===== src/inc/itpim_pkg.sv =====
/*
  constants for the input test pulse and interlock monitor: timing figures
  in their own units and the cycle counts derived from the 25 MHz clock.
  assumes every user writes itpim_pkg::name, nothing is imported.
*/
package itpim_pkg;
  localparam int unsigned CLK_HZ = 25000000;
  // millisecond tick derived from the clock
  localparam int unsigned TICK_US = 1000;
  localparam int unsigned TICK_CYCLES = (CLK_HZ / 1000000) * TICK_US;
  // pulse timing in ms
  localparam int unsigned PULSE_WIDTH_TIME_MS = 2;
  localparam int unsigned PULSE_PERIOD_TIME_MS = 500;
  localparam int unsigned PULSE_RETURN_WINDOW_MS = 40;
  localparam int unsigned PULSE_PHASE_OFFSET_MS = 70;
  // phase of each channel within the period, at least the offset apart
  localparam int unsigned PHASE_FIRST_MS = 0;
  localparam int unsigned PHASE_SECOND_MS = 100;
  localparam int unsigned PHASE_START_MS = 200;
  // interlock timing in ms
  localparam int unsigned INTERLOCK_WINDOW_MS = 200;
  localparam int unsigned INTERLOCK_CLEAR_MS = 1000;
  // antivalent synchronization time in ms
  localparam int unsigned SYNC_TIME_MS = 500;
  // counter widths
  localparam int unsigned MS_W = 11;
  localparam int unsigned TICK_W = 15;
endpackage


===== src/rtl/itpim_ms_tick.sv =====
/*
  free-running millisecond tick generator.
  assumes one clock and a synchronous active low reset.
*/
`timescale 1ns/10ps
module itpim_ms_tick #(
  parameter int unsigned TICK_CYCLES = itpim_pkg::TICK_CYCLES
) (
  input wire logic clock_in,
  input wire logic rstn_in,
  output logic tick_out
);
  logic [itpim_pkg::TICK_W-1:0] count_r;

  // count one millisecond, pulse for one cycle at wrap
  always_ff @(posedge clock_in) begin
    if (!rstn_in) begin
      count_r <= '0;
      tick_out <= 1'b0;
    end else if (count_r == itpim_pkg::TICK_W'(TICK_CYCLES - 1)) begin
      count_r <= '0;
      tick_out <= 1'b1;
    end else begin
      count_r <= count_r + 1'b1;
      tick_out <= 1'b0;
    end
  end
endmodule


===== src/rtl/itpim_pulse_chan.sv =====
/*
  one dynamized channel: drives the test pulse on the control output and
  checks that it comes back on the sense input within the return window.
  assumes a one-cycle ms tick and a sense input already synchronised.
  drive is high when idle; the pulse pulls it low.
*/
`timescale 1ns/10ps
module itpim_pulse_chan #(
  parameter int unsigned PHASE_MS = 0,
  parameter int unsigned WIDTH_MS = itpim_pkg::PULSE_WIDTH_TIME_MS,
  parameter int unsigned PERIOD_MS = itpim_pkg::PULSE_PERIOD_TIME_MS,
  parameter int unsigned RETURN_MS = itpim_pkg::PULSE_RETURN_WINDOW_MS
) (
  input wire logic clock_in,
  input wire logic rstn_in,
  input wire logic enable_in,
  input wire logic tick_in,
  input wire logic sense_in,
  output logic drive_out,
  output logic fault_out
);
  localparam int unsigned W = itpim_pkg::MS_W;
  logic [W-1:0] phase_r;
  logic [W-1:0] since_r;
  logic checking_r;
  logic seen_r;

  // phase within the period, starting at this channel's offset
  always_ff @(posedge clock_in) begin
    if (!rstn_in) begin
      phase_r <= W'(PHASE_MS);
    end else if (tick_in) begin
      phase_r <= (phase_r == W'(PERIOD_MS - 1)) ? '0 : phase_r + 1'b1;
    end
  end

  // pulse low for the width at the start of each period
  always_ff @(posedge clock_in) begin
    if (!rstn_in) begin
      drive_out <= 1'b1;
    end else begin
      drive_out <= !(enable_in && (phase_r < W'(WIDTH_MS)));
    end
  end

  // watch the sense input for the pulse within the return window
  always_ff @(posedge clock_in) begin
    if (!rstn_in) begin
      since_r <= '0;
      checking_r <= 1'b0;
      seen_r <= 1'b0;
      fault_out <= 1'b0;
    end else if (!enable_in) begin
      checking_r <= 1'b0;
      seen_r <= 1'b0;
    end else if (tick_in && phase_r == '0) begin
      since_r <= '0;
      checking_r <= 1'b1;
      seen_r <= 1'b0;
      if (checking_r && !seen_r) begin
        fault_out <= 1'b1;
      end
    end else if (checking_r) begin
      if (!sense_in) begin
        seen_r <= 1'b1;
      end
      if (tick_in) begin
        since_r <= since_r + 1'b1;
        if (since_r == W'(RETURN_MS - 1)) begin
          checking_r <= 1'b0;
          fault_out <= fault_out || !(seen_r || !sense_in);
        end
      end
    end
  end
endmodule


===== src/rtl/itpim_monitor.sv =====
/*
  input test pulse and interlock monitor: pulses the first safety input, the second
  one outside antivalent mode, and the start input, checks the returns, checks antivalent synchronization
  and signal interlock, and gates the energize transition.
  assumes pins arrive asynchronously; the output stage lies outside.
*/
`timescale 1ns/10ps
module itpim_monitor #(
  parameter int unsigned SYNC_MS = itpim_pkg::SYNC_TIME_MS,
  parameter int unsigned TICK_CYCLES = itpim_pkg::TICK_CYCLES
) (
  input wire logic clock_in,
  input wire logic rstn_in,
  input wire logic dynamize_en_in,
  input wire logic interlock_en_in,
  input wire logic antivalent_en_in,
  input wire logic first_safety_sense_in,
  input wire logic second_safety_sense_in,
  input wire logic start_sense_in,
  output logic first_safety_drive_out,
  output logic second_safety_drive_out,
  output logic start_drive_out,
  output logic cross_fault_out,
  output logic interlock_alert_out,
  output logic sync_alert_out,
  output logic energize_transition_out
);
  localparam int unsigned W = itpim_pkg::MS_W;

  typedef enum logic [1:0] {
    ITPIM_IDLE,
    ITPIM_WINDOW,
    ITPIM_ALERT
  } itpim_state_t;

  logic [2:0] sync1_r;
  logic [2:0] sync2_r;
  logic tick;
  logic drv_first;
  logic drv_second;
  logic drv_start;
  logic flt_first;
  logic flt_second;
  logic flt_start;
  logic [W-1:0] il_count_r;
  logic [W-1:0] sync_count_r;
  logic [W-1:0] settle_count_r;
  itpim_state_t state_r;
  itpim_state_t state_nxt;
  logic first_act;
  logic second_act;
  logic first_act_r;
  logic second_act_r;
  logic first_seen_r;
  logic first_is_a_r;
  logic first_hold_r;
  logic second_hold_r;
  logic [2:0] first_hist_r;
  logic [2:0] second_hist_r;
  logic first_mask;
  logic second_mask;
  logic clear_done;
  logic all_active;

  // two-stage synchronisers for the three sense pins
  always_ff @(posedge clock_in) begin
    if (!rstn_in) begin
      sync1_r <= 3'h7;
      sync2_r <= 3'h7;
    end else begin
      sync1_r <= {start_sense_in, second_safety_sense_in, first_safety_sense_in};
      sync2_r <= sync1_r;
    end
  end

  itpim_ms_tick #(
    .TICK_CYCLES(TICK_CYCLES)
  ) u_tick (
    .clock_in(clock_in),
    .rstn_in(rstn_in),
    .tick_out(tick)
  );

  // the three pulse channels, phase shifted by 100 ms steps
  itpim_pulse_chan #(
    .PHASE_MS(itpim_pkg::PHASE_FIRST_MS)
  ) u_first (
    .clock_in(clock_in),
    .rstn_in(rstn_in),
    .enable_in(dynamize_en_in),
    .tick_in(tick),
    .sense_in(sync2_r[0]),
    .drive_out(drv_first),
    .fault_out(flt_first)
  );

  itpim_pulse_chan #(
    .PHASE_MS(itpim_pkg::PHASE_SECOND_MS)
  ) u_second (
    .clock_in(clock_in),
    .rstn_in(rstn_in),
    .enable_in(dynamize_en_in && !antivalent_en_in),
    .tick_in(tick),
    .sense_in(sync2_r[1]),
    .drive_out(drv_second),
    .fault_out(flt_second)
  );

  itpim_pulse_chan #(
    .PHASE_MS(itpim_pkg::PHASE_START_MS)
  ) u_start (
    .clock_in(clock_in),
    .rstn_in(rstn_in),
    .enable_in(1'b1),
    .tick_in(tick),
    .sense_in(sync2_r[2]),
    .drive_out(drv_start),
    .fault_out(flt_start)
  );

  // drives registered once more so outputs come straight from flops
  always_ff @(posedge clock_in) begin
    if (!rstn_in) begin
      first_safety_drive_out <= 1'b1;
      second_safety_drive_out <= 1'b1;
      start_drive_out <= 1'b1;
    end else begin
      first_safety_drive_out <= drv_first;
      second_safety_drive_out <= drv_second;
      start_drive_out <= drv_start;
    end
  end

  // sticky cross fault from any channel; cleared only by reset
  always_ff @(posedge clock_in) begin
    if (!rstn_in) begin
      cross_fault_out <= 1'b0;
    end else if (flt_first || flt_second || flt_start) begin
      cross_fault_out <= 1'b1;
    end
  end

  // activation decode: plain high-active or antivalent pair
  always_comb begin
    if (antivalent_en_in) begin
      first_act = !sync2_r[0] && sync2_r[1];
      second_act = first_act;
    end else begin
      first_act = sync2_r[0];
      second_act = sync2_r[1];
    end
  end

  // short history of each safety drive, covering the return lag through the pins
  always_ff @(posedge clock_in) begin
    if (!rstn_in) begin
      first_hist_r <= 3'h7;
      second_hist_r <= 3'h7;
    end else begin
      first_hist_r <= {first_hist_r[1:0], drv_first};
      second_hist_r <= {second_hist_r[1:0], drv_second};
    end
  end

  // a pulse is in flight from launch until its trailing edge left the synchroniser
  always_comb begin
    first_mask = !drv_first || (first_hist_r != 3'h7);
    if (antivalent_en_in) begin
      second_mask = first_mask; // both decodes read the pulsed first channel
    end else begin
      second_mask = !drv_second || (second_hist_r != 3'h7);
    end
  end

  // hold activation frozen while an own pulse is in flight
  always_ff @(posedge clock_in) begin
    if (!rstn_in) begin
      first_hold_r <= 1'b0;
      second_hold_r <= 1'b0;
      first_act_r <= 1'b0;
      second_act_r <= 1'b0;
    end else begin
      if (!first_mask) begin
        first_hold_r <= first_act;
      end
      if (!second_mask) begin
        second_hold_r <= second_act;
      end
      first_act_r <= first_mask ? first_hold_r : first_act;
      second_act_r <= second_mask ? second_hold_r : second_act;
    end
  end

  // antivalent equal-level timer
  always_ff @(posedge clock_in) begin
    if (!rstn_in) begin
      sync_count_r <= '0;
      sync_alert_out <= 1'b0;
    end else if (!antivalent_en_in || (sync2_r[0] != sync2_r[1])) begin
      sync_count_r <= '0;
    end else if (tick) begin
      if (sync_count_r >= W'(SYNC_MS - 1)) begin
        sync_alert_out <= 1'b1;
      end else begin
        sync_count_r <= sync_count_r + 1'b1;
      end
    end
  end

  assign all_active = first_act_r && second_act_r;
  assign clear_done = (settle_count_r >= W'(itpim_pkg::INTERLOCK_CLEAR_MS));

  // interlock state machine
  always_comb begin
    state_nxt = state_r;
    unique case (state_r)
      ITPIM_IDLE: begin
        if (interlock_en_in && (first_act_r != second_act_r) && !first_seen_r) begin
          state_nxt = ITPIM_WINDOW;
        end
      end
      ITPIM_WINDOW: begin
        if (!interlock_en_in) begin
          state_nxt = ITPIM_IDLE;
        end else if (!first_act_r && !second_act_r) begin
          state_nxt = ITPIM_IDLE;
        end else if (first_act_r && second_act_r) begin
          state_nxt = ITPIM_ALERT;
        end else if (tick && il_count_r >= W'(itpim_pkg::INTERLOCK_WINDOW_MS - 1)) begin
          state_nxt = ITPIM_ALERT;
        end
      end
      ITPIM_ALERT: begin
        if (clear_done && !first_act_r && !second_act_r) begin
          state_nxt = ITPIM_IDLE;
        end
      end
    endcase
  end

  always_ff @(posedge clock_in) begin
    if (!rstn_in) begin
      state_r <= ITPIM_IDLE;
    end else begin
      state_r <= state_nxt;
    end
  end

  // window timer and memory of a pair already down
  always_ff @(posedge clock_in) begin
    if (!rstn_in) begin
      il_count_r <= '0;
      first_seen_r <= 1'b0;
      first_is_a_r <= 1'b0;
    end else begin
      if (state_r != ITPIM_WINDOW) begin
        il_count_r <= '0;
      end else if (tick) begin
        il_count_r <= il_count_r + 1'b1;
      end
      if (state_r == ITPIM_IDLE && state_nxt == ITPIM_WINDOW) begin
        first_is_a_r <= !first_act_r;
      end
      // both down once: a later single reactivation is not a new window
      if (!first_act_r && !second_act_r) begin
        first_seen_r <= 1'b1;
      end else if (all_active) begin
        first_seen_r <= 1'b0;
      end
    end
  end

  // one-second settle counter of both inputs deactivated
  always_ff @(posedge clock_in) begin
    if (!rstn_in) begin
      settle_count_r <= '0;
    end else if (first_act_r || second_act_r) begin
      settle_count_r <= '0;
    end else if (tick && !clear_done) begin
      settle_count_r <= settle_count_r + 1'b1;
    end
  end

  // alert and energize permission outputs
  always_ff @(posedge clock_in) begin
    if (!rstn_in) begin
      interlock_alert_out <= 1'b0;
      energize_transition_out <= 1'b0;
    end else begin
      interlock_alert_out <= (state_nxt == ITPIM_ALERT);
      energize_transition_out <= all_active && (state_nxt != ITPIM_ALERT)
        && !cross_fault_out && !sync_alert_out && !(flt_first || flt_second || flt_start);
    end
  end
endmodule


===== config.mk =====
export PLATFORM = sky130hd
export DESIGN_NAME = itpim_monitor
export DESIGN_NICKNAME = d
export VERILOG_FILES = /design/src/inc/itpim_pkg.sv /design/src/rtl/itpim_ms_tick.sv /design/src/rtl/itpim_pulse_chan.sv /design/src/rtl/itpim_monitor.sv
export SDC_FILE = /design/constraint.sdc
export NUM_CORES = 1
export LEC_CHECK = 0
export BUFFER_PORTS_ARGS = -buffer_cell sky130_fd_sc_hd__buf_2
export CORE_ASPECT_RATIO = 1.5
export CORE_MARGIN = 4
export CORE_UTILIZATION = 50
export CTS_CLUSTER_DIAMETER = 60
export DETAILED_ROUTE_END_ITERATION = 8
export PLACE_DENSITY = 0.69
export REMOVE_ABC_BUFFERS = 1
export SYNTH_ARGS = -nofsm -noshare
export SYNTH_HDL_FRONTEND = slang
export SYNTH_SLANG_ARGS = --single-unit

===== constraint.sdc =====
create_clock -name clock_in -period 2.1 [get_ports clock_in]
set_input_delay 0.105 -clock clock_in [delete_from_list [all_inputs] [get_ports clock_in]]
set_output_delay 0.105 -clock clock_in [all_outputs]
set_load 0.005 [all_outputs]

# After elaboration in Yosys (flattened, before gate mapping)
# Cells that the tools add are included.
# Widths: inputs -> output; s select.
[op_classes]
reduce_logical = 90
addsub = 10
muxes = 49
n_bitwise = 8
order_cmp = 6
eq_ne = 19
[op_table]
columns = ["operator", "count"]
rows = [
  ["$add 11x1->11 const B", 9],
  ["$mux 11", 9],
  ["$eq 11x6->1 const B", 3],
  ["$eq 11x9->1 const B", 3],
  ["$logic_not 11->1", 3],
  ["$lt 11x2->1 const B", 3],
  ["$mux 1", 33],
  ["$logic_and 1x1->1", 22],
  ["$logic_not 1->1", 22],
  ["$reduce_bool 2->1", 10],
  ["$add 15x1->15 const B", 1],
  ["$eq 15x15->1 const B", 1],
  ["$reduce_and 2->1", 7],
  ["$logic_or 1x1->1", 12],
  ["$mux 2", 6],
  ["$ge 11x10->1 const B", 1],
  ["$ge 11x8->1 const B", 1],
  ["$ge 11x9->1 const B", 1],
  ["$reduce_and 5->1", 2],
  ["$reduce_or 2->1", 5],
  ["$reduce_and 3->1", 3],
  ["$ne 2x2->1 const B", 4],
  ["$not 1->1", 8],
  ["$ne 3x3->1 const B", 2],
  ["other kinds (8)", 11],
]
[totals]
regBits = 151
wordCells = 220
out_inout_bits = 7
input_bits = 8

# Logic depth before layout (Yosys ltp)
# Gate-level depths: netlist (run 1).
[depth]
depth_word = 12
depth_mapped = 7
mapped_depth_nobuf = 7

# Hierarchy
# From an unflattened synthesis (run 1), not the netlist that was laid out.
[unflattened]
cells_unflattened = 812
hier_area_um2 = 7181.9
[by_module_without_submodules]
columns = ["module", "area_per_inst_um2", "cells_each", "seq_area_each_um2", "instances"]
rows = [
  ["itpim_monitor", 2367.3, 253, 1101.1, 1],
  ["itpim_pulse_chan (u_second)", 1373.8, 159, 520.5, 1],
  ["itpim_pulse_chan (u_first)", 1372.6, 164, 520.5, 1],
  ["itpim_pulse_chan (u_start)", 1357.6, 158, 520.5, 1],
  ["itpim_ms_tick", 710.7, 78, 320.3, 1],
]

# Worst setup path after synthesis (run 1)
# OpenSTA, ideal clock, no wires.
[synth_path]
path_type = "flip-flop to flip-flop"
start = "register u_second.phase_r[2]"
end = "register u_second.since_r[9]"
n_path_buf = 0
stages_incl_launch_ff = 6
arrival_time_ns = 1.975
setup_ns = 0.070
slack_ns = 0.055
path_cell_list = "dfxtp_1 > or4_4 > o41ai_4 > nand4_1 > or3_1 > a21oi_1"
[synth_between]
elab_chain_len = 4
[synth_lines]
columns = ["item", "line", "rtl"]
rows = [
  ["start, declared", "itpim_pulse_chan.sv:23", "logic [W-1:0] phase_r;"],
  ["start signal, assigned", "itpim_pulse_chan.sv:31", "phase_r <= W'(PHASE_MS);"],
  ["start signal, assigned", "itpim_pulse_chan.sv:33", "phase_r <= (phase_r == W'(PERIOD_MS - 1)) ? '0 : phase_r + 1'b1;"],
  ["$logic_not 11->1 (*)", "itpim_pulse_chan.sv:56", "end else if (tick_in && phase_r == '0) begin"],
  ["$logic_and 1x1->1 (*)", "itpim_pulse_chan.sv:56", ""],
  ["$reduce_bool 2->1 (no source line)", "n/a", ""],
  ["$reduce_and 3->1 (no source line)", "n/a", ""],
  ["end signal, assigned", "itpim_pulse_chan.sv:68", "since_r <= since_r + 1'b1;"],
  ["end, declared", "itpim_pulse_chan.sv:24", "logic [W-1:0] since_r;"],
]
# Every way passes the cells marked *; elsewhere a longest branch is shown, timed or not.
# A chain may end at the register's enable or synchronous reset.

# Final worst setup path (run 1)
[layout_path]
start = "register u_second.phase_r[7]"
end = "register u_second.since_r[9]"
# Same word-level chain as after synthesis.

==> impl_metrics.py, run 1 <==
metrics = {
    "outcome": {
        "run_status": "finished clean",
    },
    "sta": {
        "drv_slew": 0,
        "setup_viol": 0,
        "slew_headroom": 0.721,
        "period_share": 0.979,
        "worst_pin_slew_ps": 415,
        "hold_viol": 0,
        "final.setup_skew_ps": 9.69,
        "maxClockFrequency_mhz": 486,
        "setup_tns_ps": 0,
        "rsz0062_at_grt": "true",
        "period_minus_slack_ps": 2060,
    },
    "logic_synthesis": {
        "ys_seq_elements": 149,
        "synthCells": 755,
        "async_flop_share": 0,
        "synth-main-ff-cell": "dfxtp_1",
        "netlist_area_sq_um": 6580,
        "synth_edf_count": 0,
        "ys_types": 55,
        "ys_seq_area_frac": 0.453,
        "yosys_warnings": 0,
        "syn_avg_cell_area_sq_um": 8.71,
    },
    "clocking": {
        "cts_buffers": 17,
        "cts-root-buf": "clkbuf_16",
        "cts_num_sinks": 149,
        "cts_tree": "built",
        "clk_pin_slew_ps": 60,
        "htreeDepth": 4,
        "clkLatencyLatePin_ps": 410,
        "clk_path_buf_depth": 2,
    },
    "global_routing": {
        "grt_util_met2": 0.333,
        "grt_overflow": 0,
        "grt_usage": 0.187,
        "grt_max_degree": 33,
        "top_usage_layer": "met2",
        "grt_use_met3": 0.0526,
        "first_global_vias": 5321,
        "grt_pass1_wl_microns": 23000,
        "antenna_found_initial": 0,
        "met1_usage": 0.209,
    },
    "floorplan": {
        "io_pins": 15,
        "core_sq_um": 13000,
        "die_w_microns": 102,
        "die-area_sq_um": 15100,
        "dieHeight_microns": 148,
        "fp-row-count": 51,
        "start_util": 0.508,
    },
    "detailed_routing": {
        "drt-initial-drc-count": 227,
        "via_count": 5265,
        "drt_wl_total_microns": 13100,
        "wire_per_inst_microns": 13.6,
        "firstDrtPassIters": 5,
        "drc": 0,
        "vias_per_cell": 5.46,
        "ant_nets": 0,
    },
    "power": {
        "comb_power_share": 0.025,
        "p_leak_uw": 0.00291,
        "switching_share": 0.219,
        "seqPwrFrac": 0.462,
        "p_clk_frac": 0.513,
        "peakVddDrop_mv": 0.547,
        "power_switching_uw": 1360,
        "internal_power_uw": 4840,
        "pwr_density_cell_nw_per_um2": 815,
    },
    "layout": {
        "utilization": 0.587,
        "insertedDiodeCount": 0,
        "final_layout_size_suffix_gt1_frac": 0.105,
        "final.fill_count": 1152,
        "nets": 820,
        "fin_area_sq_um": 7610,
        "instances_no_fill": 965,
        "area_delta_synth_final_pct": 15.6,
    },
    "place": {
        "dp_hpwl_microns": 9330,
        "routabilityCongestion": 0.873,
        "dpl_cell_area_sq_um": 6890,
        "port_buffers": 14,
        "dp.cells": 927,
    },
    "worst_setup_path": {
        "critPathLaunchType": "flip-flop",
        "r2r_setup_slack_ps": 40,
        "path_class": "reg2reg",
        "cp_max_fo": 5,
        "crit_path_end_kind": "flip-flop",
        "required_ps": 2450,
        "arrival_ps": 2400,
    },
    "job": {
        "maxCapViolCount": 0,
    },
    "hold_path": {
        "hold_path_class": "in2reg",
    },
}
## cell usage in the layout (no fill, tap or decap), types with 7 or more instances in the layout
cell type  count
a21oi_1       26
and3_1        25
buf_2         14
buf_4         22
clkbuf_16     17
dfxtp_1      149
ha_1          19
inv_1         34
mux2i_1        7
nand2_1       65
nand2b_1      17
nand3_1       40
nand4_1       23
nor2_1       124
nor3_1        13
nor4_1        11
o21ai_0       19
xnor2_1       31
xor2_1        55
## cells in the mapped netlist (all sizes together) (8+ instances only)
cell,count,area share
and3,26,0.025
inv,34,0.019
nand2b,17,0.016
nor3,13,0.0099
nand4,24,0.024
nand2,67,0.039
or4,8,0.010
clkbuf,16,0.011
o21ai,19,0.014
ha,19,0.036
xor2,55,0.073
xnor2,31,0.041
a21oi,27,0.021
nor4,12,0.011
nor2,124,0.071
nand3,40,0.030
dfxtp,149,0.45
## through the flow
| stage | power (uW) | hold slack (ps) | setup WS [ps] |
|---|---|---|---|
| detailed placement | 3080 | 291 | -23.9 |
| global placement | 3070 | 293 | 28.9 |
| floorplan | 3020 | 178 | -385 |
| global route | 6440 | 15.0 | -63.5 |
| finish | 6200 | 27.5 | 43.4 |
| CTS | 6270 | 16.1 | 5.85 |
## cell families (layout without fill, tap and decap cells)
| kind of cell | Yosys count | in the layout | synth area share |
|---|---|---|---|
| compound gates | 77 | 77 | 0.0766 |
| fa+ha+maj | 19 | 19 | 0.0361 |
| xor+xnor | 86 | 86 | 0.114 |
| simple gates | 362 | 362 | 0.273 |
| buf+inv | 54 | 105 | 0.0340 |
| mux | 8 | 8 | 0.0124 |
| flops | 149 | 149 | 0.453 |
## per-layer routing
layer | up-vias | wire [microns]
met5 | - | 0
met4 | 0 | 232
met3 | 22 | 462
met2 | 81 | 6940
met1 | 2503 | 5510
li1 | 2659 | -
## state kept, by name, indices dropped and copies added (netlist names), 2 cells and up
name	cells
settle_count_r	11
il_count_r	11
sync2_r	3
first_hist_r	3
u_tick.count_r	15
u_start.phase_r	11
u_second.since_r	11
sync1_r	3
u_first.phase_r	11
u_second.phase_r	11
u_first.since_r	11
second_hist_r	3
u_start.since_r	11
state_r	2
sync_count_r	11
## cell type report
type                       instances  area [sq um]  share of cell area
inverter                          34           128              0.0168
multi-input combinational        552          3400               0.447
clock buffer                      18           439              0.0577
clock inverter                    14           189              0.0248
tap                              159           199              0.0262
sequential                       149          2980               0.392
timing repair buffer              39           265              0.0349
## critical path, stage by stage (launching register included)
cell     delay [ps]
dfxtp_1         310
or4_4           560
o41ai_4         290
buf_4           190
nand4_1         130
or3_4           400
a21oi_2         110
## worst paths after layout
check / start / end / cells past startpoint
setup reg to reg: u_second.phase_r[7] / u_second.since_r[9] / 6
hold reg to reg: sync1_r[0] / sync2_r[0] / 1
hold / removal: rstn_in / sync2_r[0] / 2
setup / recovery: u_second.phase_r[7] / u_second.since_r[9] / 6
## power by group through the flow
stage | clock network (uW) | registers [uW] | logic, uW
after global routing | 3400 | 2860 | 179
after CTS | 3250 | 2860 | 160
after floorplan | 0 | 2920 | 95.0
final | 3180 | 2860 | 158
after global placement | 0 | 2920 | 150
after detailed placement | 0 | 2930 | 155
## timing repair
item,4_1_cts,5_1_grt
setup buffers,0,3
hold endpoints to repair,3,0
cloned,0,0
endpoints found under the setup margin,4,15
pin swaps,2,7
gates resized for setup,1,4
hold buffers,3,0
(Power assumes the default switching activity.)
==> inputs of run 2 (changes only) <==
--- a/config.mk
+++ b/config.mk
@@ -6,7 +6,6 @@
 export NUM_CORES = 1
 export LEC_CHECK = 0
 export BUFFER_PORTS_ARGS = -buffer_cell sky130_fd_sc_hd__buf_2
-export CORE_ASPECT_RATIO = 1.5
 export CORE_MARGIN = 4
 export CORE_UTILIZATION = 50
 export CTS_CLUSTER_DIAMETER = 60
==> impl_metrics.py, run 2 (same netlist as run 1, synthesis figures left out) <==
metrics = {
    "sta": {
        "slew_headroom": 0.575,
        "fin_ws_ps": 55.7,
        "final.setup_skew_ps": 5.66,
        "setup_viol": 0,
        "drv_slew": 0,
        "worst_pin_slew_ps": 637,
        "holdWs_ps": 30.1,
        "hold_viol": 0,
        "period_minus_slack_ps": 2040,
        "period_share": 0.973,
        "maxClockFrequency_mhz": 489,
        "rsz0062_at_grt": "true",
    },
    "worst_setup_path": {
        "cpMaxStageDelayCell": "or4_4",
        "cp_max_fo": 6,
        "crit_chain": "or4_4, o41ai_4, nand4_2, or3_1, a21oi_1",
        "critPathLaunchType": "flip-flop",
        "required_ps": 2460,
        "crit_path_end_kind": "flip-flop",
        "max_stage_delay_ps": 560,
        "arrival_ps": 2400,
        "path_class": "reg2reg",
    },
    "detailed_routing": {
        "drt-initial-drc-count": 361,
        "vias_per_cell": 5.40,
        "via_count": 5261,
        "wire_per_inst_microns": 13.4,
        "firstDrtPassIters": 4,
        "ant_nets": 0,
        "drt_wl_total_microns": 13000,
        "drc": 0,
    },
    "power": {
        "p_clk_frac": 0.527,
        "peakVddDrop_mv": 0.541,
        "comb_power_share": 0.024,
        "seqPwrFrac": 0.448,
        "pwr_density_cell_nw_per_um2": 838,
        "p_leak_uw": 0.00290,
        "power_switching_uw": 1280,
        "internal_power_uw": 5100,
        "switching_share": 0.201,
    },
    "global_routing": {
        "grt_max_degree": 41,
        "grt_pass1_wl_microns": 22800,
        "grt_overflow": 0,
        "first_global_vias": 5097,
        "antenna_found_initial": 0,
        "grt_usage": 0.187,
    },
    "layout": {
        "insertedDiodeCount": 0,
        "nets": 816,
        "area_delta_synth_final_pct": 15.9,
        "multi_input_area_sq_um": 3390,
        "instances_no_fill": 974,
        "final_common_cell": "dfxtp_1",
        "top_register": "u_tick.count_r",
        "final.fill_count": 1089,
        "final_layout_size_suffix_gt1_frac": 0.102,
        "seqCellArea_sq_um": 2990,
        "final_cell_mix": "dfxtp_1, nor2_1, nand2_1",
        "utilization": 0.597,
        "largest_reg_flops": 15,
    },
    "place": {
        "port_buffers": 14,
        "dp_hpwl_microns": 9090,
        "routabilityCongestion": 0.870,
        "dpl_worst_slack_ps": 15.7,
        "dp.cells": 936,
    },
    "hold_path": {
        "hold_path_class": "in2reg",
    },
    "outcome": {
        "run_status": "finished clean",
    },
    "floorplan": {
        "core_sq_um": 12800,
        "dieHeight_microns": 123,
        "fp-row-count": 41,
        "start_util": 0.515,
        "die-area_sq_um": 15100,
        "io_pins": 15,
        "die_w_microns": 123,
    },
    "clocking": {
        "htreeDepth": 4,
        "cts-root-buf": "clkbuf_16",
        "clkLatencyLatePin_ps": 420,
        "clk_path_buf_depth": 2,
        "cts_num_sinks": 149,
        "clk_pin_slew_ps": 60,
        "cts_buffers": 17,
        "cts_tree": "built",
    },
    "job": {
        "maxCapViolCount": 0,
    },
}
run 2: layer usage:
metal / GRT usage / wire length [microns] / up-vias
met5: 0 / 0 / -
met4: 0.0721 / 200 / 0
met3: 0.0502 / 469 / 16
met2: 0.313 / 6290 / 92
met1: 0.231 / 6070 / 2503
li1: - / - / 2650
run 2: metrics by stage:
step	area (sq um)	TNS (ps)	total power [uW]
global placement	6880	0	3070
detailed placement	6880	0	3070
floorplan	6480	-5980	3020
global route	7620	-119	6590
CTS	7580	0	6450
finish	7620	0	6390
run 2: area by class of cell:
class | instances | area share
Multi-Input combinational cell | 552 | 0.445
Tap cell | 172 | 0.0282
Sequential cell | 149 | 0.392
Clock inverter | 12 | 0.0263
Timing Repair Buffer | 35 | 0.0309
Clock buffer | 20 | 0.0612
Inverter | 34 | 0.0167
run 2: power groups by stage:
stage          clock (uW)  sequential, uW  combinational (uW)
3_3_place_gp            0            2920                 146
5_1_grt              3560            2860                 175
6_report             3370            2860                 155
2_1_floorplan           0            2920                95.0
4_1_cts              3430            2860                 157
3_5_place_dp            0            2930                 150
run 2: repair_timing:
item                                    in CTS  in global routing
endpoints found under the setup margin       1                 16
pin swaps                                    1                 12
hold buffers                                 3                  0
resized for setup                            0                  5
endpoints found under the hold margin        3                  0
setup buffers                                0                  3
run 2: critical path, delay by kind of cell (launching register included):
kind               cells  cell delay [ps]
AOI/OAI and AO/OA      2              500
DFF                    1              310
and+or+nand+nor        3             1160
run 2: final timing paths:
kind                          to                 start  cells past startpoint  slack [ps]
max          u_second.since_r[6]  u_second.phase_r[10]                      5          60
min          u_second.checking_r      antivalent_en_in                      2          30
max reg2reg  u_second.since_r[6]  u_second.phase_r[10]                      5          60
min reg2reg           sync2_r[2]            sync1_r[2]                      1         410
